--- src/shared/wfd_pkg.sv ---
/*
 * Constants and types of the wake frame detector: register map, field
 * positions, reset values, receive byte carrier and the detector state.
 * Assumes a 16-bit internal register space addressed as printed.
 */
package wfd_pkg;

    // ------------------------------------------------------------
    // Register map
    // ------------------------------------------------------------
    localparam logic [15:0] BMC_ADDR = 16'h0000;
    localparam logic [15:0] CFG_ADDR = 16'h0134;
    localparam logic [15:0] STS_ADDR = 16'h0135;
    localparam logic [15:0] STATION_ADDR = 16'h0136;
    localparam logic [15:0] PASSWORD_ADDR = 16'h0139;
    localparam logic [15:0] PATTERN_ADDR = 16'h0140;
    localparam int STATION_WORDS = 3;
    localparam int PASSWORD_WORDS = 3;
    localparam int PATTERN_WORDS = 32;

    localparam logic [15:0] BMC_RESET = 16'h0000;
    localparam logic [15:0] CFG_RESET = 16'h0000;
    localparam logic [15:0] STS_RESET = 16'h0000;

    // ------------------------------------------------------------
    // Field positions
    // ------------------------------------------------------------
    localparam int BMC_ISOLATE_BIT = 10;
    localparam int CFG_MAGIC_EN_BIT = 0;
    localparam int CFG_PATTERN_EN_BIT = 1;
    localparam int CFG_BCAST_EN_BIT = 2;
    localparam int CFG_UCAST_EN_BIT = 3;
    localparam int CFG_PASSWORD_EN_BIT = 4;
    localparam int CFG_GPIO_EN_BIT = 5;
    localparam int CFG_IRQ_EN_BIT = 6;
    localparam int STS_MAGIC_BIT = 0;
    localparam int STS_PATTERN_BIT = 1;
    localparam int STS_CRC_ERR_BIT = 2;

    // ------------------------------------------------------------
    // Frame constants
    // ------------------------------------------------------------
    localparam logic [7:0] SYNC_BYTE = 8'hff;
    localparam logic [2:0] SYNC_LEN = 3'h6;
    localparam logic [2:0] LAST_ADDR_BYTE = 3'h5;
    localparam logic [3:0] LAST_REP = 4'hf;
    localparam logic [2:0] LAST_PASS_BYTE = 3'h5;
    localparam logic [10:0] DEST_LEN = 11'h006;
    localparam logic [10:0] PATTERN_LEN = 11'h040;
    localparam logic [10:0] COUNT_MAX = 11'h7ff;
    localparam logic [31:0] CRC_INIT = 32'hffffffff;
    localparam logic [31:0] CRC_POLY = 32'hedb88320;
    localparam logic [31:0] CRC_RESIDUE = 32'hdebb20e3;

    // ------------------------------------------------------------
    // Types
    // ------------------------------------------------------------
    typedef struct packed {
        logic valid;
        logic sof;
        logic eof;
        logic [7:0] data;
    } wfd_rx_type;

    typedef struct packed {
        logic wr;
        logic rd;
        logic [15:0] addr;
        logic [15:0] wdata;
    } wfd_reg_req_type;

    typedef enum logic [3:0] {
        M_SEARCH = 4'b0001,
        M_ADDR = 4'b0010,
        M_PASS = 4'b0100,
        M_FOUND = 4'b1000
    } wfd_match_type;

    typedef struct packed {
        logic [15:0] bmc;
        logic [15:0] cfg;
        logic [15:0] sts;
        logic [5:0][7:0] station;
        logic [5:0][7:0] password;
        logic [63:0][7:0] pattern;
        logic [15:0] rdata;
        logic [31:0] crc;
        logic [10:0] bcnt;
        logic dst_uni;
        logic dst_bc;
        logic pat_ok;
        wfd_match_type mstate;
        logic [2:0] ff_cnt;
        logic [2:0] abyte;
        logic [3:0] arep;
        logic [2:0] pidx;
        logic irq;
        logic gpio;
    } wfd_state_type;

endpackage : wfd_pkg

--- src/verilog/wfd_detector.sv ---
/*
 * Wake frame detector on the receive byte stream of the transceiver.
 * Assumes the receive path hands over one byte per valid cycle on mclk,
 * at any line rate, with sof on the first and eof on the last FCS byte,
 * and register access as single-cycle write or read strobes.
 */
// Behaviour
// - Detect wake frames at 1000, 100 and 10 Mb/s line rates.
// - Raise wake interrupt when a qualifying frame completes.
// - Check frame CRC; bad CRC suppresses the wake.
// - Optionally drive a general-purpose output on a wake.
// - Only frames addressed to this station or broadcast are examined.
// - Require six consecutive all-ones bytes before the addresses.
// - Require sixteen back-to-back station address copies; a break restarts search.
// - With password enabled, password must follow the sixteenth copy.
// - Sequence may start at any byte position of the frame.
// - One 64-byte configurable pattern also wakes the MAC.
// - Broadcast and unicast wake enables are independent.
// - Isolation bit 10 of basic mode control blocks the interrupt.
// - Configuration at 0x0134, status at 0x0135.
module wfd_detector (
    // Clock and reset
    input wire logic mclk,
    input wire logic srst,
    // Receive byte stream
    input wire wfd_pkg::wfd_rx_type rx_in,
    // Register access
    input wire wfd_pkg::wfd_reg_req_type reg_req,
    output logic [15:0] reg_rdata,
    // Wake indications
    output logic wake_irq,
    output logic gpio_wake
);
    import wfd_pkg::*;

    wfd_state_type s;
    wfd_state_type next_s;
    logic [15:0] sts_set;
    logic [15:0] sts_clr;
    logic crc_good;
    logic dest_ok;
    logic magic_hit;
    logic pat_hit;
    logic frame_end;

    // ------------------------------------------------------------
    // CRC-32, one byte, reflected
    // ------------------------------------------------------------
    function automatic logic [31:0] wfd_crc_byte(input logic [31:0] c, input logic [7:0] d);
        logic [31:0] r;
        r = c ^ {24'h000000, d};
        for (int i = 0; i < 8; i++)
        begin
            r = r[0] ? ((r >> 1) ^ CRC_POLY) : (r >> 1);
        end
        return r;
    endfunction : wfd_crc_byte

    // ------------------------------------------------------------
    // Next state
    // ------------------------------------------------------------
    always_comb
    begin
        logic [10:0] cnt;
        logic [7:0] d;
        logic [2:0] ffc;
        wfd_match_type m;
        cnt = 11'h000;
        d = rx_in.data;
        ffc = 3'h0;
        m = M_SEARCH;
        next_s = s;
        sts_set = 16'h0000;
        sts_clr = 16'h0000;
        crc_good = 1'b0;
        dest_ok = 1'b0;
        magic_hit = 1'b0;
        pat_hit = 1'b0;
        frame_end = rx_in.valid & rx_in.eof;

        // Register writes
        if (reg_req.wr)
        begin
            if (reg_req.addr == BMC_ADDR)
                next_s.bmc = reg_req.wdata;
            if (reg_req.addr == CFG_ADDR)
                next_s.cfg = reg_req.wdata;
            if (reg_req.addr == STS_ADDR)
                sts_clr = reg_req.wdata;
            for (int k = 0; k < STATION_WORDS; k++)
            begin
                if (reg_req.addr == STATION_ADDR + k)
                begin
                    next_s.station[2*k] = reg_req.wdata[7:0];
                    next_s.station[2*k+1] = reg_req.wdata[15:8];
                end
            end
            for (int k = 0; k < PASSWORD_WORDS; k++)
            begin
                if (reg_req.addr == PASSWORD_ADDR + k)
                begin
                    next_s.password[2*k] = reg_req.wdata[7:0];
                    next_s.password[2*k+1] = reg_req.wdata[15:8];
                end
            end
            for (int k = 0; k < PATTERN_WORDS; k++)
            begin
                if (reg_req.addr == PATTERN_ADDR + k)
                begin
                    next_s.pattern[2*k] = reg_req.wdata[7:0];
                    next_s.pattern[2*k+1] = reg_req.wdata[15:8];
                end
            end
        end

        // Register reads, unmapped reads zero
        if (reg_req.rd)
        begin
            next_s.rdata = 16'h0000;
            if (reg_req.addr == BMC_ADDR)
                next_s.rdata = s.bmc;
            if (reg_req.addr == CFG_ADDR)
                next_s.rdata = s.cfg;
            if (reg_req.addr == STS_ADDR)
                next_s.rdata = s.sts;
            for (int k = 0; k < STATION_WORDS; k++)
                if (reg_req.addr == STATION_ADDR + k)
                    next_s.rdata = {s.station[2*k+1], s.station[2*k]};
            for (int k = 0; k < PASSWORD_WORDS; k++)
                if (reg_req.addr == PASSWORD_ADDR + k)
                    next_s.rdata = {s.password[2*k+1], s.password[2*k]};
            for (int k = 0; k < PATTERN_WORDS; k++)
                if (reg_req.addr == PATTERN_ADDR + k)
                    next_s.rdata = {s.pattern[2*k+1], s.pattern[2*k]};
        end

        // Byte processing, same path for every line rate
        if (rx_in.valid)
        begin
            cnt = rx_in.sof ? 11'h000 : s.bcnt;
            ffc = rx_in.sof ? 3'h0 : s.ff_cnt;
            m = rx_in.sof ? M_SEARCH : s.mstate;
            next_s.crc = wfd_crc_byte(rx_in.sof ? CRC_INIT : s.crc, d);
            next_s.dst_uni = rx_in.sof ? 1'b1 : s.dst_uni;
            next_s.dst_bc = rx_in.sof ? 1'b1 : s.dst_bc;
            next_s.pat_ok = rx_in.sof ? 1'b1 : s.pat_ok;
            if (cnt < DEST_LEN)
            begin
                next_s.dst_uni = next_s.dst_uni & (d == s.station[cnt[2:0]]);
                next_s.dst_bc = next_s.dst_bc & (d == SYNC_BYTE);
            end
            if (cnt < PATTERN_LEN)
                next_s.pat_ok = next_s.pat_ok & (d == s.pattern[cnt[5:0]]);
            next_s.bcnt = (cnt == COUNT_MAX) ? cnt : cnt + 11'h001;
            next_s.mstate = m;
            next_s.ff_cnt = ffc;

            // Byte-aligned search from any position
            unique case (m)
                M_SEARCH:
                begin
                    if (d == SYNC_BYTE)
                        next_s.ff_cnt = (ffc < SYNC_LEN) ? ffc + 3'h1 : SYNC_LEN;
                    else if (ffc == SYNC_LEN && d == s.station[0])
                    begin
                        next_s.mstate = M_ADDR;
                        next_s.abyte = 3'h1;
                        next_s.arep = 4'h0;
                    end
                    else
                        next_s.ff_cnt = 3'h0;
                end
                M_ADDR:
                begin
                    if (d == s.station[s.abyte])
                    begin
                        next_s.abyte = (s.abyte == LAST_ADDR_BYTE) ? 3'h0 : s.abyte + 3'h1;
                        if (s.abyte == LAST_ADDR_BYTE)
                        begin
                            next_s.arep = s.arep + 4'h1;
                            if (s.arep == LAST_REP)
                            begin
                                next_s.pidx = 3'h0;
                                next_s.mstate = s.cfg[CFG_PASSWORD_EN_BIT] ? M_PASS : M_FOUND;
                            end
                        end
                    end
                    else
                    begin
                        next_s.mstate = M_SEARCH;
                        next_s.ff_cnt = (d == SYNC_BYTE) ? 3'h1 : 3'h0;
                    end
                end
                M_PASS:
                begin
                    if (d == s.password[s.pidx])
                    begin
                        next_s.pidx = s.pidx + 3'h1;
                        if (s.pidx == LAST_PASS_BYTE)
                            next_s.mstate = M_FOUND;
                    end
                    else
                    begin
                        next_s.mstate = M_SEARCH;
                        next_s.ff_cnt = (d == SYNC_BYTE) ? 3'h1 : 3'h0;
                    end
                end
                M_FOUND:
                    next_s.mstate = M_FOUND;
                default:
                    next_s.mstate = M_SEARCH;
            endcase
        end

        // Frame end: qualify and record
        if (frame_end)
        begin
            crc_good = (next_s.crc == CRC_RESIDUE);
            dest_ok = (next_s.dst_uni & s.cfg[CFG_UCAST_EN_BIT])
                | (next_s.dst_bc & s.cfg[CFG_BCAST_EN_BIT]);
            magic_hit = dest_ok & s.cfg[CFG_MAGIC_EN_BIT] & (next_s.mstate == M_FOUND);
            pat_hit = dest_ok & s.cfg[CFG_PATTERN_EN_BIT] & next_s.pat_ok
                & (next_s.bcnt >= PATTERN_LEN);
            sts_set[STS_MAGIC_BIT] = magic_hit & crc_good;
            sts_set[STS_PATTERN_BIT] = pat_hit & crc_good;
            sts_set[STS_CRC_ERR_BIT] = (magic_hit | pat_hit) & ~crc_good;
        end

        // Set wins over a same-cycle clear
        next_s.sts = (s.sts & ~sts_clr) | sts_set;
        next_s.irq = s.cfg[CFG_IRQ_EN_BIT] & ~s.bmc[BMC_ISOLATE_BIT]
            & (s.sts[STS_MAGIC_BIT] | s.sts[STS_PATTERN_BIT]);
        next_s.gpio = s.cfg[CFG_GPIO_EN_BIT]
            & (s.sts[STS_MAGIC_BIT] | s.sts[STS_PATTERN_BIT]);
    end

    // ------------------------------------------------------------
    // State register
    // ------------------------------------------------------------
    always_ff @(posedge mclk)
    begin
        if (srst)
        begin
            s <= '0;
            s.bmc <= BMC_RESET;
            s.cfg <= CFG_RESET;
            s.sts <= STS_RESET;
            s.crc <= CRC_INIT;
            s.mstate <= M_SEARCH;
        end
        else
            s <= next_s;
    end

    assign reg_rdata = s.rdata;
    assign wake_irq = s.irq;
    assign gpio_wake = s.gpio;

    // ------------------------------------------------------------
    // Checks
    // ------------------------------------------------------------
    a_isolate_blocks_irq: assert property (@(posedge mclk) disable iff (srst)
        s.bmc[BMC_ISOLATE_BIT] |=> !wake_irq)
        else $error("wake interrupt raised while isolated");

    a_bad_crc_silent: assert property (@(posedge mclk) disable iff (srst)
        frame_end && !crc_good |=> !$rose(s.sts[STS_MAGIC_BIT]) && !$rose(s.sts[STS_PATTERN_BIT]))
        else $error("wake status set on bad crc");

    a_magic_sets_irq: assert property (@(posedge mclk) disable iff (srst)
        frame_end && magic_hit && crc_good && s.cfg[CFG_IRQ_EN_BIT] && !s.bmc[BMC_ISOLATE_BIT]
        && !reg_req.wr |-> ##2 wake_irq)
        else $error("wake interrupt missing after magic frame");

    a_gpio_after_hit: assert property (@(posedge mclk) disable iff (srst)
        frame_end && (magic_hit || pat_hit) && crc_good && s.cfg[CFG_GPIO_EN_BIT]
        && !reg_req.wr |-> ##2 gpio_wake)
        else $error("gpio wake missing");

    a_dest_filter: assert property (@(posedge mclk) disable iff (srst)
        frame_end && !dest_ok |=> !$rose(s.sts[STS_MAGIC_BIT]) && !$rose(s.sts[STS_PATTERN_BIT]))
        else $error("wake from frame not addressed here");

    a_sync_run_first: assert property (@(posedge mclk) disable iff (srst)
        s.mstate == M_ADDR && $past(s.mstate) == M_SEARCH |-> $past(s.ff_cnt) == SYNC_LEN)
        else $error("address run entered without six sync bytes");

    a_sixteen_reps: assert property (@(posedge mclk) disable iff (srst)
        $past(s.mstate) == M_ADDR && s.mstate inside {M_PASS, M_FOUND}
        |-> $past(s.arep) == LAST_REP && $past(s.abyte) == LAST_ADDR_BYTE)
        else $error("address run left before sixteen copies");

    a_password_len: assert property (@(posedge mclk) disable iff (srst)
        $past(s.mstate) == M_PASS && s.mstate == M_FOUND |-> $past(s.pidx) == LAST_PASS_BYTE)
        else $error("password accepted short");

    a_pattern_wake: assert property (@(posedge mclk) disable iff (srst)
        frame_end && pat_hit && crc_good |=> s.sts[STS_PATTERN_BIT])
        else $error("pattern match not recorded");

endmodule : wfd_detector

--- config.mk ---
export PLATFORM = sky130hd
export DESIGN_NAME = wfd_detector
export DESIGN_NICKNAME = d
export VERILOG_FILES = /design/src/shared/wfd_pkg.sv /design/src/verilog/wfd_detector.sv
export SDC_FILE = /design/constraint.sdc
export NUM_CORES = 2
export LEC_CHECK = 0
export ABC_AREA = 0
export BUFFER_PORTS_ARGS = -buffer_cell sky130_fd_sc_hd__buf_4
export CELL_PAD_IN_SITES_DETAIL_PLACEMENT = 2
export CELL_PAD_IN_SITES_GLOBAL_PLACEMENT = 2
export CORE_MARGIN = 4
export CORE_UTILIZATION = 38
export DETAILED_ROUTE_END_ITERATION = 8
export PLACE_DENSITY = 0.83
export SLEW_MARGIN = 20
export SYNTH_ARGS = -nofsm -noshare
export SYNTH_HDL_FRONTEND = slang
export SYNTH_SLANG_ARGS = --single-unit
--- constraint.sdc ---
create_clock -name mclk -period 4.4 [get_ports mclk]
set_input_delay 0.44 -clock mclk [delete_from_list [all_inputs] [get_ports mclk]]
set_output_delay 0.44 -clock mclk [all_outputs]
set_load 0.03 [all_outputs]
Word level (Yosys, flattened, before mapping)

Cells that the tools add are included.
Widths: inputs -> output; s select.

Register bits after elaboration: 737
Logic and storage cells: 345

Reduce and logical (&&, ||, !) cells: 47
Magnitude comparators: 8
Bitwise gates (word level): 34
$add $sub $neg: 5
Equality and inequality tests: 63
Mux-type cells: 96

Operators with widths:

| operator             | count |
|---|---|
| $mux 16              | 43 |
| $eq 16x9->1 const B  | 40 |
| $mux 32              | 9 |
| $not 13->14          | 8 |
| $reduce_and 2->1     | 40 |
| $bmux 8 s3           | 3 |
| $mux 63              | 1 |
| $bmux 8 s6           | 1 |
| $eq 8x8->1           | 5 |
| $mux 4               | 9 |
| $eq 32x32->1 const B | 1 |
| $mux 8               | 4 |
| $xor 32x8->32        | 1 |
| $mux 3               | 10 |
| $mux 11              | 2 |
| $mux 7               | 3 |
| $and 1x1->1          | 17 |
| $and 16x16->16       | 1 |
| $logic_not 16->1     | 1 |
| $not 16->16          | 1 |
| $or 16x3->16         | 1 |
| $pmux 4 s4           | 1 |
| $pmux 7 s2           | 1 |
| $eq 4x4->1 const B   | 3 |
| other kinds (27)     | 47 |

Depth between registers and ports, before layout

Depth after elaboration: 42
Mapped depth: 18

Least setup slack after synthesis

Ideal clock, no wire load.

Path type: in2reg
Start point: input rx_in[9] (netlist name)
End point: register s[5] (netlist name)
Arrival time: 3.522 ns
Stages: 18
Library setup time: 0.128 ns
Required time: 4.272 ns
Setup slack: 0.750 ns
Path buffers: 7
Path through: clkbuf_1 buf_2 clkbuf_1 clkbuf_1 buf_2 buf_1 clkbuf_1 nor2b_1 ha_1 nand2_1 nor4_1 nand2_1 nor4_1 nor2b_1 o21ai_0 nor2_1 mux2i_1 nor2_1

Cells in the longest elaborated chain, start to end: 5

Ends and longest elaborated chain:

| element                           | line                | text |
|---|---|---|
| from (decl)                       | wfd_detector.sv:26  | `input wire wfd_pkg::wfd_rx_type rx_in,` |
| $mux 3                            | wfd_detector.sv:141 | `ffc = rx_in.sof ? 3'h0 : s.ff_cnt;` |
| $eq 3x3->1                        | wfd_detector.sv:164 | `else if (ffc == SYNC_LEN && d == s.station[0])` |
| $logic_and 1x1->1                 | wfd_detector.sv:164 |  |
| $ne 2x2->1 (no source line)       | -                   |  |
| $reduce_and 6->1 (no source line) | -                   |  |
| to (signal assigned)              | wfd_detector.sv:252 | `s <= next_s;` |
| to (decl)                         | wfd_detector.sv:36  | `wfd_state_type s;` |

Parallel ways exist; a longest one is shown, timed or not.
A chain may end at the register's enable or synchronous reset.

Worst setup path in the final report

Start point: register s[25] (netlist name)
End point: register s[690] (netlist name)

Cells in the longest elaborated chain, start to end: 12

Ends and longest elaborated chain:

| element                                                             | line                                                          | text |
|---|---|---|
| $mux 11                                                             | wfd_detector.sv:140                                           | `cnt = rx_in.sof ? 11'h000 : s.bcnt;` |
| $bmux 8 s6 / $lt 11x3->1 (equally long branches)                    | wfd_detector.sv:153, wfd_detector.sv:147                      |  |
| $mux 8 (implied by the code) / $mux 2 (equally long branches)       | wfd_detector.sv:153, wfd_detector.sv:147                      |  |
| $eq 8x8->1 / $mux 63 (equally long branches)                        | wfd_detector.sv:153, wfd_detector.sv:138                      |  |
| $and 1x1->1, on equally long branches                               | wfd_detector.sv:153, wfd_detector.sv:219, wfd_detector.sv:220 |  |
| $mux 1 / $or 1x1->1 (equally long branches)                         | wfd_detector.sv:152, wfd_detector.sv:220                      |  |
| $mux 63 (*)                                                         | wfd_detector.sv:138                                           | `if (rx_in.valid)` |
| parallel branches: the longest is 1 deep, another holds $ge 11x7->1 | -                                                             |  |
| $and 1x1->1 (*)                                                     | wfd_detector.sv:223                                           | `& (next_s.bcnt >= PATTERN_LEN);` |
| $and 1x1->1 (*)                                                     | wfd_detector.sv:225                                           | `sts_set[STS_PATTERN_BIT] = pat_hit & crc_good;` |
| $mux 3 (*)                                                          | wfd_detector.sv:216                                           | `if (frame_end)` |
| $or 16x3->16 (*)                                                    | wfd_detector.sv:230                                           | `next_s.sts = (s.sts & ~sts_clr) \| sts_set;` |

Mark *: on every way between the ends. The select of a mux whose other input is x is not followed.

==> metrics.csv <==
metric,value,unit
seqCellArea,14800,sq um
worst_path_max_delay_cell,sky130_fd_sc_hd__a21oi_1,
share_seq_of_total_power,42.4,%
core_area,102000,sq um
maximum_net_fanout_on_the_critical_path,11,
die_width,330,um
irDropWorstVdd,0.282,mV
syn_area,39500,sq um
layout-drive-gt1-share,12.2,%
grt_max_degree,198,
ys_seq_area_share,37.4,%
cp_slowest_stage_delay,790,ps
clock_sinks,737,
netlist_top_cells_area,"sky130_fd_sc_hd__dfxtp_1 37%, sky130_fd_sc_hd__nand2_1 13%, sky130_fd_sc_hd__a21oi_1 9.7%",
cts_resized,0,
setup.worst_path.end_class,flop,
post-route-period-util,94.5,%
ys_ff_latch,737,
required_worst_endpoint,5010,ps
num_rows,117,
place.port_buffers,64,
p_leak,14.8,nW
die_area,109000,sq um
dr_total_vias,43800,
global_route.usage.total,39.1,%
postSynthNetCount,5192,
net-switching-power,0.00441,W
holdBufCountCts,0,
worst_hold_path_type,in2reg,
net_total_in_the_final_layout,5102,
internal_power,0.0117,W
yosysMostFrequentCell,sky130_fd_sc_hd__nand2_1,
power,0.0161,W
routed_via_density,6.76,
setup_tns,0,ps
cts_setup_buffers,0,
grt_pass1_wl,316000,um
postSynth.asyncResetShare,0,%
antenna_violating_nets_post_route,0,
cp_cell_sequence,buf_4 > inv_1 > a21oi_1 > o211ai_1 > a21oi_1 > a21boi_0 > o221ai_1 > xnor2_1 > o41ai_1 > buf_4 > o211a_1 > a31o_2,
synth.distinct_cells,83,
power.density,361,nW/um^2
run_status,"complete, no violations",
area_growth_syn_to_layout,13.3,%
drt_first_iter_violations,5500,
clkLatencyLatePin,680,ps
route.detailed.wl_per_inst,33.9,um
cts-buffers-inserted,87,
setup_viol,0,
timing.critical_path.max_delay_family,compound AO/OA/AOI/OAI gates,
fp.dieH,330,um
max_cap_violations,0,
globalRouteOverflowTotal,0,
post_synth_most_frequent_cells,"1396 x sky130_fd_sc_hd__nand2_1, 762 x sky130_fd_sc_hd__a21oi_1, 737 x sky130_fd_sc_hd__dfxtp_1",
clock-root-buffer,sky130_fd_sc_hd__clkbuf_16,
p_comb_share,11.0,%
skew,19.5,ps
dp_hpwl,151000,um
timing.critical_path.arrival,4770,ps
grt_antenna_before_repair,6,
layout.filler_cells,11600,
synth_largest_area_cell,sky130_fd_sc_hd__dfxtp_1,
leading_register_cell_type_out_of_synthesis,sky130_fd_sc_hd__dfxtp_1,
drt_pass1_iterations,7,
area_of_combinational_cells_with_multiple_inputs,22700,sq um
finalMaxSlewViolations,0,
synth-edff-count,0,
grt_pass1_vias,45300,
r2r_end,s[690]$_SDFF_PP0_,
initial_utilization,38.5,%
cts.path.max_buffers,3,
number_of_cells_produced_by_synthesis,5139,
setup.reg_to_reg.worst_slack,240,ps
finalWeightedCongestion,1.01,
yosys.area.top_type_share,37.4,%
clockPowerShare,46.5,%
fraction_of_power_spent_switching_nets,27.4,%
max_freq,240,MHz
synth.yosys.warnings,0,
top_level_ports,65,
max_transition_margin,31.4,%
worstRegToRegCells,12,
htree_levels,3,
clkTransAtPathRegs,60,ps
worst_case_hold_path_end_point,s[23]$_SDFF_PP0_,
critPathBufInv,3,
final_hold_viol_count,0,
finalWorstPathRequiredPeriod,4160,ps
worst_hold_path.num_cells,3,
drc_violations,0,
drt_wl_total,220000,um
syn_area_per_cell,7.68,sq um
worst_slew_pin_slew,1020,ps
regToRegStartpoint,s[25]$_SDFF_PP0_,
tritoncts,yes,
hold_path.startpoint,rx_in[10],
rsz_0062_raised_after_global_routing,false,
setup.worst_path.start_class,flop,
worst-setup-path-type,reg2reg,
[flip-flops by register name, summed over array words and instances (netlist names)]
name       flops
reg_rdata     16
gpio_wake      1
s            719
wake_irq       1
[per-layer routing]
| metal | wire length, um | vias to the layer above | global-route usage [%] |
|---|---|---|---|
| li1 | - | 18000 | - |
| met1 | 87100 | 22400 | 49.9 |
| met2 | 97400 | 2626 | 61.3 |
| met3 | 20400 | 841 | 7.91 |
| met4 | 15200 | 4 | 22.8 |
| met5 | 25 | - | 0 |
[worst register-to-register path, cell delays in order, from the launching register on]
cell	delay, ps
sky130_fd_sc_hd__dfxtp_1	580
sky130_fd_sc_hd__buf_4	320
sky130_fd_sc_hd__inv_1	170
sky130_fd_sc_hd__a21oi_1	790
sky130_fd_sc_hd__o211ai_1	350
sky130_fd_sc_hd__a21oi_1	220
sky130_fd_sc_hd__a21boi_0	380
sky130_fd_sc_hd__o221ai_1	210
sky130_fd_sc_hd__xnor2_1	190
sky130_fd_sc_hd__o41ai_1	350
sky130_fd_sc_hd__buf_4	220
sky130_fd_sc_hd__o211a_1	170
sky130_fd_sc_hd__a31o_2	150
[cell usage in the layout (no fill, tap or decap), types with 75 or more instances in the layout]
cell,count
sky130_fd_sc_hd__o22ai_1,82
sky130_fd_sc_hd__mux2i_1,146
sky130_fd_sc_hd__a21oi_1,762
sky130_fd_sc_hd__nand2_1,1396
sky130_fd_sc_hd__o21ai_0,105
sky130_fd_sc_hd__a22oi_1,123
sky130_fd_sc_hd__clkbuf_16,89
sky130_fd_sc_hd__nand3_1,75
sky130_fd_sc_hd__nor2_1,263
sky130_fd_sc_hd__buf_4,299
sky130_fd_sc_hd__dfxtp_1,735
sky130_fd_sc_hd__xnor2_1,91
sky130_fd_sc_hd__mux4_2,87
[power groups by stage]
stage / sequential, W / clock (W) / combinational [W]
2_1_floorplan: 0.00692 / 0 / 0.00112
3_3_place_gp: 0.00698 / 0 / 0.00166
3_5_place_dp: 0.00699 / 0 / 0.00171
4_1_cts: 0.00684 / 0.00755 / 0.00174
5_1_grt: 0.00685 / 0.00785 / 0.00185
6_report: 0.00684 / 0.00751 / 0.00178
[layout make-up]
class	count	area share [%]
repair buffers	314	5.66
clock buffers	123	5.56
multi-input cells	3864	50.7
well taps	1368	3.83
diodes	6	0.0336
inverters	45	0.378
clock inverters	29	0.798
flip-flops and latches	737	33.0
[how the worst max path moves through the flow]
stage                            from  cells past startpoint                   endpoint
floorplan                    rx_in[9]                     18          s[5]$_SDFFE_PP0P_
global placement          reg_req[29]                     13  reg_rdata[2]$_SDFFE_PP0P_
detailed placement        reg_req[29]                     14  reg_rdata[2]$_SDFFE_PP0P_
CTS                 s[9]$_SDFFE_PP0P_                     11          s[689]$_SDFF_PP0_
global route        s[9]$_SDFFE_PP0P_                     11          s[689]$_SDFF_PP0_
finish               s[25]$_SDFF_PP0_                     12          s[690]$_SDFF_PP0_
[per-stage QoR]
step	hold slack (ps)	area [sq um]	utilization (%)	std cells	setup slack, ps
5_1_grt	165	44700	43.6	6480	53.2
3_3_place_gp	419	41800	40.8	6328	126
3_5_place_dp	424	41800	40.8	6328	-27.2
4_1_cts	146	44700	43.6	6480	457
6_report	174	44700	43.6	6486	242
2_1_floorplan	409	39500	-	5139	750
[kinds of logic (layout without fill, tap and decap cells)]
group                      Yosys count  count (layout)  share of synthesized area [%]
muxes                              262             262                           9.49
and+or+nand+nor                   2004            2004                           21.1
AOI/OAI and AO/OA                 1457            1457                           23.1
xor gates and xnor gates           135             135                           3.38
buffers and inverters              538             511                           5.39
DFF                                737             737                           37.4
other                                0               6                              0
adders and majority gates            6               6                          0.190
Power figures use the tool's default switching activity.
